### src/pkg/mgos_regs.vh
/*
 * register map, field positions, reset values and axi response codes of the gate output stage.
 * assumes an axi4-lite slave with 32-bit data, one aligned word per register.
 */
`ifndef MGOS_REGS_VH
`define MGOS_REGS_VH

// byte offsets on the register bus
`define MGOS_OFS_MASK_ENABLE    12'h000
`define MGOS_OFS_MASK_DATA      12'h004
`define MGOS_OFS_DEAD_TIME      12'h008
`define MGOS_OFS_POLARITY       12'h00C
`define MGOS_OFS_CONTROL        12'h010
`define MGOS_OFS_STATUS         12'h014

// reset values
`define MGOS_RST_BYTE           8'h00

// dead_time_setup fields
`define MGOS_DT_COUNT_MSB       4
`define MGOS_DT_ENABLE_BIT      5
`define MGOS_DT_CLKSEL_LSB      6
`define MGOS_DT_CLKSEL_MSB      7

// control register fields
`define MGOS_CTL_BRAKE_BIT      0
`define MGOS_CTL_PROTACT_BIT    1
`define MGOS_CTL_MASKMODE_BIT   2
`define MGOS_CTL_OUTEN_BIT      3

// axi responses
`define MGOS_RESP_OKAY          2'h0
`define MGOS_RESP_SLVERR        2'h2

`endif

### src/hw/mgos_gate_output_stage.v
/*
 * motor gate output stage: software mask, protection, brake, staggered guard,
 * rising-edge dead time and pin polarity for four gate-driver outputs, with an
 * axi4-lite register slave.
 * assumes generator, hardware-table and protect inputs synchronous to clk.
 */
`include "mgos_regs.vh"

module mgos_gate_output_stage #(
    parameter CH = 4                         // gate channels: ah, al, bh, bl
) (
    input  wire          clk,
    input  wire          rst_n,
    input  wire [11:0]   s_axi_awaddr,
    input  wire          s_axi_awvalid,
    output reg           s_axi_awready,
    input  wire [31:0]   s_axi_wdata,
    input  wire [3:0]    s_axi_wstrb,
    input  wire          s_axi_wvalid,
    output reg           s_axi_wready,
    output reg  [1:0]    s_axi_bresp,
    output reg           s_axi_bvalid,
    input  wire          s_axi_bready,
    input  wire [11:0]   s_axi_araddr,
    input  wire          s_axi_arvalid,
    output reg           s_axi_arready,
    output reg  [31:0]   s_axi_rdata,
    output reg  [1:0]    s_axi_rresp,
    output reg           s_axi_rvalid,
    input  wire          s_axi_rready,
    input  wire [CH-1:0] pwm_gen,            // generator signals, bit order ah, al, bh, bl
    input  wire [CH-1:0] hw_mask_drive,      // hardware-table result
    input  wire          protect,            // protection trigger, active high
    output reg           a_high_pin_o,
    output reg           a_high_pin_oe,
    output reg           a_low_pin_o,
    output reg           a_low_pin_oe,
    output reg           b_high_pin_o,
    output reg           b_high_pin_oe,
    output reg           b_low_pin_o,
    output reg           b_low_pin_oe
);

    // software-visible registers
    reg  [7:0]    pwm_mask_enable_q;        // low nibble used
    reg  [7:0]    pwm_mask_data_q;          // low nibble used
    reg  [7:0]    dead_time_setup_q;        // clksel, enable, count
    reg  [7:0]    gate_output_polarity_q;   // low nibble used
    reg  [3:0]    control_q;                // brake, action, mask mode, output enable

    // bus slave state
    reg           aw_hold_q;                // write address captured
    reg  [11:0]   aw_addr_q;
    reg           w_hold_q;                 // write data captured
    reg  [31:0]   w_data_q;
    reg  [3:0]    w_strb_q;

    // datapath state
    reg  [2:0]    div_cnt_q;                // prescaler for dead-time tick
    reg  [CH-1:0] level_q;                  // staggered-guard result seen by dead-time stage
    reg  [CH-1:0] dt_out_q;                 // dead-time stage output
    reg  [5:0]    dt_cnt_q [0:CH-1];        // per-channel remaining ticks
    integer       i;

    // register offsets; bits 11:2 pick the word, the low two are ignored
    localparam [11:0] OFS_MASK_ENABLE = `MGOS_OFS_MASK_ENABLE;
    localparam [11:0] OFS_MASK_DATA   = `MGOS_OFS_MASK_DATA;
    localparam [11:0] OFS_DEAD_TIME   = `MGOS_OFS_DEAD_TIME;
    localparam [11:0] OFS_POLARITY    = `MGOS_OFS_POLARITY;
    localparam [11:0] OFS_CONTROL     = `MGOS_OFS_CONTROL;
    localparam [11:0] OFS_STATUS      = `MGOS_OFS_STATUS;
    // control and dead-time fields named for the logic below

    wire          brake_control_bit  = control_q[`MGOS_CTL_BRAKE_BIT];
    wire          protect_action_bit = control_q[`MGOS_CTL_PROTACT_BIT];
    wire          mask_mode_select   = control_q[`MGOS_CTL_MASKMODE_BIT];
    wire          out_enable         = control_q[`MGOS_CTL_OUTEN_BIT];
    wire          dead_time_enable_bit = dead_time_setup_q[`MGOS_DT_ENABLE_BIT];
    wire [1:0]    dead_time_clock_select = dead_time_setup_q[`MGOS_DT_CLKSEL_MSB:`MGOS_DT_CLKSEL_LSB];
    wire [5:0]    dt_load = {1'b0, dead_time_setup_q[`MGOS_DT_COUNT_MSB:0]} + 6'h01;

    // output conditioning chain, combinational
    reg  [CH-1:0] masked;
    reg  [CH-1:0] overridden;
    reg  [CH-1:0] guarded;
    reg           dt_tick;
    always @* begin
        // software mask per channel, or the hardware table
        if (mask_mode_select) begin
            masked = (pwm_gen & ~pwm_mask_enable_q[3:0])
                   | (pwm_mask_data_q[3:0] & pwm_mask_enable_q[3:0]);
            // a pair masked both on is forced off
            // the staggered guard would catch this too; kept so the
            // mask stage alone already meets the pair rule for a fully masked pair
            if (pwm_mask_enable_q[1:0] == 2'b11 && pwm_mask_data_q[1:0] == 2'b11) begin
                masked[1:0] = 2'b00;
            end
            if (pwm_mask_enable_q[3:2] == 2'b11 && pwm_mask_data_q[3:2] == 2'b11) begin
                masked[3:2] = 2'b00;
            end
        end else begin
            // hardware table result taken as it stands
            masked = hw_mask_drive;
        end
    end

    // override stage; protect is a level and holds only while high
    always @* begin
        // brake tested first so it wins over protection and everything earlier
        if (brake_control_bit) begin
            overridden = 4'b1010;
        end else if (protect) begin
            overridden = protect_action_bit ? 4'b1010 : 4'b0000;
        end else begin
            overridden = masked;
        end
    end

    // staggered guard: a pair both on would short the supply
    always @* begin
        // bit0 ah, bit1 al, bit2 bh, bit3 bl: overridden above is {bl,bh,al,ah}={1,0,1,0}
        guarded = overridden;
        if (overridden[1:0] == 2'b11) begin
            guarded[1:0] = 2'b00;
        end
        if (overridden[3:2] == 2'b11) begin
            guarded[3:2] = 2'b00;
        end
    end

    // tick decode: /2, /4 and /8 fire on the last prescaler count
    always @* begin
        // one tick of the selected dead-time clock
        case (dead_time_clock_select)
            2'b00:   dt_tick = 1'b1;
            2'b01:   dt_tick = (div_cnt_q[0] == 1'b1);
            2'b10:   dt_tick = (div_cnt_q[1:0] == 2'b11);
            2'b11:   dt_tick = (div_cnt_q == 3'b111);
            default: dt_tick = 1'b1;
        endcase
    end

    // prescaler runs freely; phase against edges varies by up to one tick
    // a restart per edge would be exact, but one shared counter serves
    // all four channels, so the first tick of a count may come early
    always @(posedge clk) begin
        if (!rst_n) begin
            div_cnt_q <= 3'h0;
        end else begin
            div_cnt_q <= div_cnt_q + 3'h1;
        end
    end

    // dead-time insertion: rising edges wait, falling edges go at once
    // the counter loads count+1, so a zero setting still waits one tick
    always @(posedge clk) begin
        if (!rst_n) begin
            level_q  <= 4'h0;
            dt_out_q <= 4'h0;
            for (i = 0; i < CH; i = i + 1) begin
                dt_cnt_q[i] <= 6'h00;
            end
        end else begin
            // level_q is the guard output one cycle late; comparing both
            // finds the rising edge that starts a fresh count
            level_q <= guarded;
            for (i = 0; i < CH; i = i + 1) begin
                // dead time off: follow the guard with no wait
                if (!dead_time_enable_bit) begin
                    dt_out_q[i] <= guarded[i];
                    dt_cnt_q[i] <= 6'h00;
                end else if (!guarded[i]) begin
                    dt_out_q[i] <= 1'b0;
                    dt_cnt_q[i] <= 6'h00;
                end else if (!level_q[i]) begin
                    dt_cnt_q[i] <= dt_load;
                end else if (dt_cnt_q[i] != 6'h00) begin
                    if (dt_tick) begin
                        dt_cnt_q[i] <= dt_cnt_q[i] - 6'h01;
                        if (dt_cnt_q[i] == 6'h01) begin
                            dt_out_q[i] <= 1'b1;
                        end
                    end
                end else begin
                    dt_out_q[i] <= 1'b1;
                end
            end
        end
    end

    // pins: polarity last, released from high impedance only by output enable
    // every value and enable leaves a flip-flop, so the gate driver sees
    // no glitch when masks or overrides change together
    // the pins float out of reset until software sets output enable
    always @(posedge clk) begin
        if (!rst_n) begin
            a_high_pin_o  <= 1'b0;
            a_low_pin_o   <= 1'b0;
            b_high_pin_o  <= 1'b0;
            b_low_pin_o   <= 1'b0;
            a_high_pin_oe <= 1'b0;
            a_low_pin_oe  <= 1'b0;
            b_high_pin_oe <= 1'b0;
            b_low_pin_oe  <= 1'b0;
        end else begin
            a_high_pin_o  <= dt_out_q[0] ^ gate_output_polarity_q[0];
            a_low_pin_o   <= dt_out_q[1] ^ gate_output_polarity_q[1];
            b_high_pin_o  <= dt_out_q[2] ^ gate_output_polarity_q[2];
            b_low_pin_o   <= dt_out_q[3] ^ gate_output_polarity_q[3];
            a_high_pin_oe <= out_enable;
            a_low_pin_oe  <= out_enable;
            b_high_pin_oe <= out_enable;
            b_low_pin_oe  <= out_enable;
        end
    end

    // byte-lane merge for 8-bit registers: only lane 0 carries data
    // bits outside the mask are not stored and read back as zero
    function [7:0] mgos_merge;
        input [7:0] old;
        input [7:0] mask;
        begin
            mgos_merge = w_strb_q[0] ? (w_data_q[7:0] & mask) : old;
        end
    endfunction

    // a write completes only once both halves are held and the last answer
    // was taken, so bresp never changes under a waiting master
    wire do_write = aw_hold_q && w_hold_q && !s_axi_bvalid;

    // axi4-lite write path: address and data taken in either order
    always @(posedge clk) begin
        if (!rst_n) begin
            // bus state and all registers clear together
            aw_hold_q     <= 1'b0;
            aw_addr_q     <= 12'h000;
            w_hold_q      <= 1'b0;
            w_data_q      <= 32'h0000_0000;
            w_strb_q      <= 4'h0;
            s_axi_awready <= 1'b0;
            s_axi_wready  <= 1'b0;
            s_axi_bvalid  <= 1'b0;
            s_axi_bresp   <= `MGOS_RESP_OKAY;
            pwm_mask_enable_q      <= `MGOS_RST_BYTE;
            pwm_mask_data_q        <= `MGOS_RST_BYTE;
            dead_time_setup_q      <= `MGOS_RST_BYTE;
            gate_output_polarity_q <= `MGOS_RST_BYTE;
            control_q              <= 4'h0;
        end else begin
            // address and data latch independently; either may come first
            // ready is high in the cycle before a capture can occur
            s_axi_awready <= !aw_hold_q && !(s_axi_awvalid && s_axi_awready);
            s_axi_wready  <= !w_hold_q && !(s_axi_wvalid && s_axi_wready);
            if (s_axi_awvalid && s_axi_awready) begin
                aw_hold_q <= 1'b1;
                aw_addr_q <= s_axi_awaddr;
            end
            if (s_axi_wvalid && s_axi_wready) begin
                w_hold_q <= 1'b1;
                w_data_q <= s_axi_wdata;
                w_strb_q <= s_axi_wstrb;
            end
            if (do_write) begin
                aw_hold_q    <= 1'b0;
                w_hold_q     <= 1'b0;
                s_axi_bvalid <= 1'b1;
                s_axi_bresp  <= `MGOS_RESP_OKAY;
                // unmapped offsets answer with an error and store nothing
                case (aw_addr_q[11:2])
                    OFS_MASK_ENABLE[11:2]: pwm_mask_enable_q <= mgos_merge(pwm_mask_enable_q, 8'h0F);
                    OFS_MASK_DATA[11:2]:   pwm_mask_data_q <= mgos_merge(pwm_mask_data_q, 8'h0F);
                    OFS_DEAD_TIME[11:2]:   dead_time_setup_q <= mgos_merge(dead_time_setup_q, 8'hFF);
                    OFS_POLARITY[11:2]:    gate_output_polarity_q <= mgos_merge(gate_output_polarity_q, 8'h0F);
                    OFS_CONTROL[11:2]: begin
                        if (w_strb_q[0]) begin
                            control_q <= w_data_q[3:0];
                        end
                    end
                    OFS_STATUS[11:2]:      s_axi_bresp <= `MGOS_RESP_OKAY;  // read-only, write ignored
                    default:                    s_axi_bresp <= `MGOS_RESP_SLVERR;
                endcase
            end else if (s_axi_bvalid && s_axi_bready) begin
                s_axi_bvalid <= 1'b0;
            end
        end
    end

    // axi4-lite read path: one read at a time, data one cycle after address
    // status bits sample live state, so two reads may differ while a
    // dead-time count is running
    always @(posedge clk) begin
        if (!rst_n) begin
            s_axi_arready <= 1'b0;
            s_axi_rvalid  <= 1'b0;
            s_axi_rdata   <= 32'h0000_0000;
            s_axi_rresp   <= `MGOS_RESP_OKAY;
        end else begin
            // arready stays low while an answer waits, so reads never overlap
            s_axi_arready <= !s_axi_rvalid && !(s_axi_arvalid && s_axi_arready);
            if (s_axi_arvalid && s_axi_arready) begin
                s_axi_rvalid <= 1'b1;
                s_axi_rresp  <= `MGOS_RESP_OKAY;
                // unmapped offsets read zero with an error
                case (s_axi_araddr[11:2])
                    OFS_MASK_ENABLE[11:2]: s_axi_rdata <= {24'h00_0000, pwm_mask_enable_q};
                    OFS_MASK_DATA[11:2]:   s_axi_rdata <= {24'h00_0000, pwm_mask_data_q};
                    OFS_DEAD_TIME[11:2]:   s_axi_rdata <= {24'h00_0000, dead_time_setup_q};
                    OFS_POLARITY[11:2]:    s_axi_rdata <= {24'h00_0000, gate_output_polarity_q};
                    OFS_CONTROL[11:2]:     s_axi_rdata <= {28'h000_0000, control_q};
                    // live pre-polarity drives in bits 3:0, pin levels in 7:4
                    OFS_STATUS[11:2]:      s_axi_rdata <= {24'h00_0000, b_low_pin_o, b_high_pin_o,
                                                                a_low_pin_o, a_high_pin_o, dt_out_q};
                    default: begin
                        s_axi_rdata <= 32'h0000_0000;
                        s_axi_rresp <= `MGOS_RESP_SLVERR;
                    end
                endcase
            end else if (s_axi_rvalid && s_axi_rready) begin
                s_axi_rvalid <= 1'b0;
            end
        end
    end

endmodule // mgos_gate_output_stage

### config.mk
export PLATFORM = sky130hd
export DESIGN_NAME = mgos_gate_output_stage
export DESIGN_NICKNAME = d
export VERILOG_FILES = /design/src/hw/mgos_gate_output_stage.v
export VERILOG_INCLUDE_DIRS = /design/src /design/src/pkg
export SDC_FILE = /design/constraint.sdc
export NUM_CORES = 1
export LEC_CHECK = 0
export ABC_AREA = 1
export BUFFER_PORTS_ARGS = -buffer_cell sky130_fd_sc_hd__buf_4
export CORE_AREA = 2 2 106 108
export CTS_CLUSTER_DIAMETER = 200
export DETAILED_ROUTE_END_ITERATION = 12
export DIE_AREA = 0 0 108 110
export GPL_ROUTABILITY_DRIVEN = 0
export GPL_TIMING_DRIVEN = 0
export PLACE_DENSITY = 0.76
export SYNTH_ARGS = -nofsm -noshare
export SYNTH_HDL_FRONTEND = slang
export SYNTH_SLANG_ARGS = --single-unit
### constraint.sdc
create_clock -name clk -period 1.6 [get_ports clk]
set_clock_uncertainty 0.05 [all_clocks]
set_input_delay 0.08 -clock clk [delete_from_list [all_inputs] [get_ports clk]]
set_output_delay 0.08 -clock clk [all_outputs]
set_load 0.01 [all_outputs]
==> results.md <==
- CTS tree: done
- Root buffer selected by CTS: clkbuf_8
- Gr usage total: 23.7%
- Crit start category: flip-flop
- Crit path DAT: 1.98 ns
- Global-route wire length before repair: 21,900 um
- Commonest cells in the netlist: 133 x nand2_1, 78 x nor2_1, 76 x dfxtp_1
- Final Max Tran Viols: 0
- Highest metal used: met4
- Reg power frac: 55.8%
- Power share of the clock group: 31.8%
- DR iter-0 viols: 419
- Post-synth EDFFs: 24
- Yosys top cell by area: dfxtp_1
- Pwr Density: 707 nW/um2
- Vias post-DR: 5,024
- Pre-CTS setup slack: -0.382 ns
- Initial antenna violation count: 0
- Core area: 10,700 um2
- Synth Instances: 666
- Starting Density: 47.9%
- Critical-path cell list: ha_4 > ha_4 > a21oi_2 > o21ai_1 > nand2_2 > inv_4 > buf_4 > nand2_4 > nor2_4 > buf_4 > nand3_1 > nand2_1
- Avg Cell Area, Syn: 7.70 um2
- Largest net degree at the start of global routing: 19
- Crit-path slowest cell: dfxtp_2
- Metal3 WL: 878 um
- Status: complete, but fails checks
- Top-count cell post-synth: nand2_1
- Total CTS buffers: 9
- Layout Nets: 906
- Rel. slew slack: 48.7%
- LEAKAGE: 3.05 nW
- Setup violations, final: 50
- Final worst setup slack: -0.290 ns
- Drt wl/cell: 15.0 um
- Slowest Stage Delay on Critical Path: 0.35 ns
- Failing checks: setup timing
- Clock buffer depth: 2
- Met1 wire length: 5580 um
- Synth Cell Area: 5120 um2
- Syn. warnings: 0
- Final Critical Period: 1.89 ns
- Pint: 3.51 mW
- Clock transition at path regs: 0.10 ns
- VDD IR max: 0.000518 V
- Area contributors post-synth: dfxtp_1 30%, edfxtp_1 14%, nand2_1 9.7%, nor2_1 5.7%, o21ai_0 5.5%
- Grt ovf: 0
- Routed WL: 14,400 um
- FFs w/ async S/R, synth: 0%
- Final hold vios: 0
- Sequential share of the synthesized area: 43.7%
- Vias per std cell: 5.23
- Comb pwr share: 12.4%
- Hpwl dp: 10,000 um
- H-Tree Depth: 3
- RSZ-0062 raised after global routing: yes
- Die height: 110 um
- Sw Share: 27.7%
- Layout cells sized above 1: 28.2%
- Slew at the pin closest to its max-slew limit: 0.769 ns
- Die Wd: 108 um
- Period utilization: 118%
- Clock sinks: 100
- Hold Crit Class: in -> reg
- Vias in the first global route: 4,725
- I/O pins: 125
- Crit Path Class: reg -> reg
- # DRC: 0
- Primary FF master, synth: dfxtp_1
- Synth cell types: 37
- Yosys reg bits: 100
- Area Growth Syn to Fin: 34.1%
- Port Buf Inserts: 66
- Setup TNS Final: -9.55 ns
- Antenna violation net count after detailed routing: 0
- Met2 WL: 7590 um
- Critical Path Fanout Max: 6
- Psw: 1.35 mW
- Max-Cap Viols: 0
- N_diodes: 0
- Fmax: 529 MHz
- Worst setup EP type: flip-flop
- CP required: 1.69 ns
- Synth top area share: 29.7%
- # rows: 38
- Pre-antenna DRT Iters: 5
- Die area: 11,900 um2
- Clk_lat worst skew: 0.38 ns
cells in the final DEF (no fill, tap or decap), types with 3 or more instances in the layout:
cell type      instances
a211oi_1               9
a21oi_1               37
a21oi_2                3
buf_1                  3
buf_2                  3
buf_4                119
buf_6                  5
clkbuf_1               6
clkbuf_8               9
conb_1                26
dfxtp_1               66
dfxtp_2                9
dlygate4sd3_1         20
edfxtp_1              24
ha_1                  13
inv_1                 66
inv_2                  3
inv_6                  3
nand2_1              115
nand2_2               14
nand2_4                5
nand3_1               31
nand3_2                8
nand3_4                5
nand4_1                6
nor2_1                71
nor2_2                 5
nor2_4                 5
nor3_1                12
nor3_4                 7
o21ai_0               40
o21ai_1               10
o21ai_2                6
o22ai_1                4
xnor2_1               12
xor2_1                11
worst max-delay path, delay by kind of cell, from the launching register on:
family          cells  cell delay (ns)
compound gates      2             0.18
fa+ha+maj           2             0.31
simple gates        5             0.41
buf+inv             3             0.36
flops               1             0.35
cell families after synthesis:
| kind of cell | after synthesis | share of synthesized area, % |
|---|---|---|
| fa+ha+maj | 15 | 3.66 |
| xor+xnor | 23 | 3.93 |
| compound gates | 118 | 12.7 |
| other cells | 1 | 0.0732 |
| flops | 100 | 43.7 |
| buf+inv | 116 | 10.9 |
| simple gates | 293 | 25.0 |
power groups by stage:
stage                     registers, mW  logic [mW]  clock network, mW
after detailed placement           2.76       0.493                  0
after CTS                          2.70       0.545               1.55
after global placement             2.75       0.478                  0
after floorplan                    2.75       0.297                  0
after global routing               2.72       0.660               1.64
final                              2.71       0.602               1.55
cell type report:
class | instances | area [um2]
Clock buffer | 9 | 124
Tap cell | 140 | 175
Multi-Input combinational cell | 475 | 2780
Fill cell | 915 | 3830
Buffer | 44 | 300
Clock inverter | 7 | 56.3
Inverter | 72 | 280
Sequential cell | 100 | 2260
Timing Repair Buffer | 113 | 903
state kept, by name, indices dropped and copies added (netlist names), 3 cells and up:
| signal | flops |
|---|---|
| div_cnt_q | 3 |
| s_axi_rdata | 8 |
| w_data_q | 8 |
| pwm_mask_enable_q | 4 |
| dt_cnt_q | 24 |
| dead_time_setup_q | 8 |
| level_q | 4 |
| dt_out_q | 4 |
| gate_output_polarity_q | 4 |
| pwm_mask_data_q | 4 |
| control_q | 4 |
| aw_addr_q | 10 |
path summary, 6_finish.rpt:
check	to	depth (start not counted)	slack, ns	from
worst min register to register	div_cnt_q[0]	1	0.40	div_cnt_q[0]
worst max-delay path	dt_cnt_q[2][3]	12	-0.29	div_cnt_q[0]
worst max register to register	dt_cnt_q[2][3]	12	-0.29	div_cnt_q[0]
worst min-delay path	w_data_q[4]	3	0.009	s_axi_wdata[4]
routing by layer:
layer	track usage (%)	vias up
met3	4.88	49
met4	6.50	0
met5	0	-
met1	26.4	2336
met2	45.4	198
li1	-	2441
stage by stage:
stage / instances / power, mW / util, % / instance area [um2] / hold slack [ns]
finish: 960 / 4.86 / 64.2 / 6870 / 0.00949
global route: 960 / 5.01 / 64.2 / 6870 / 0.0489
CTS: 939 / 4.79 / 60.6 / 6480 / 0.0120
detailed placement: 897 / 3.25 / 55.5 / 5940 / 0.292
global placement: 897 / 3.23 / 55.5 / 5940 / 0.280
floorplan: 691 / 3.05 / - / 5270 / 0.189
repair_timing:
item,CTS,global route
setup buffers,6,20
setup endpoints to repair,55,80
hold buffers,20,0
endpoints found under the hold margin,20,0
pin swaps,3,21
gates resized for setup,41,68
gates cloned,0,1
Power figures use the tool's default switching activity.
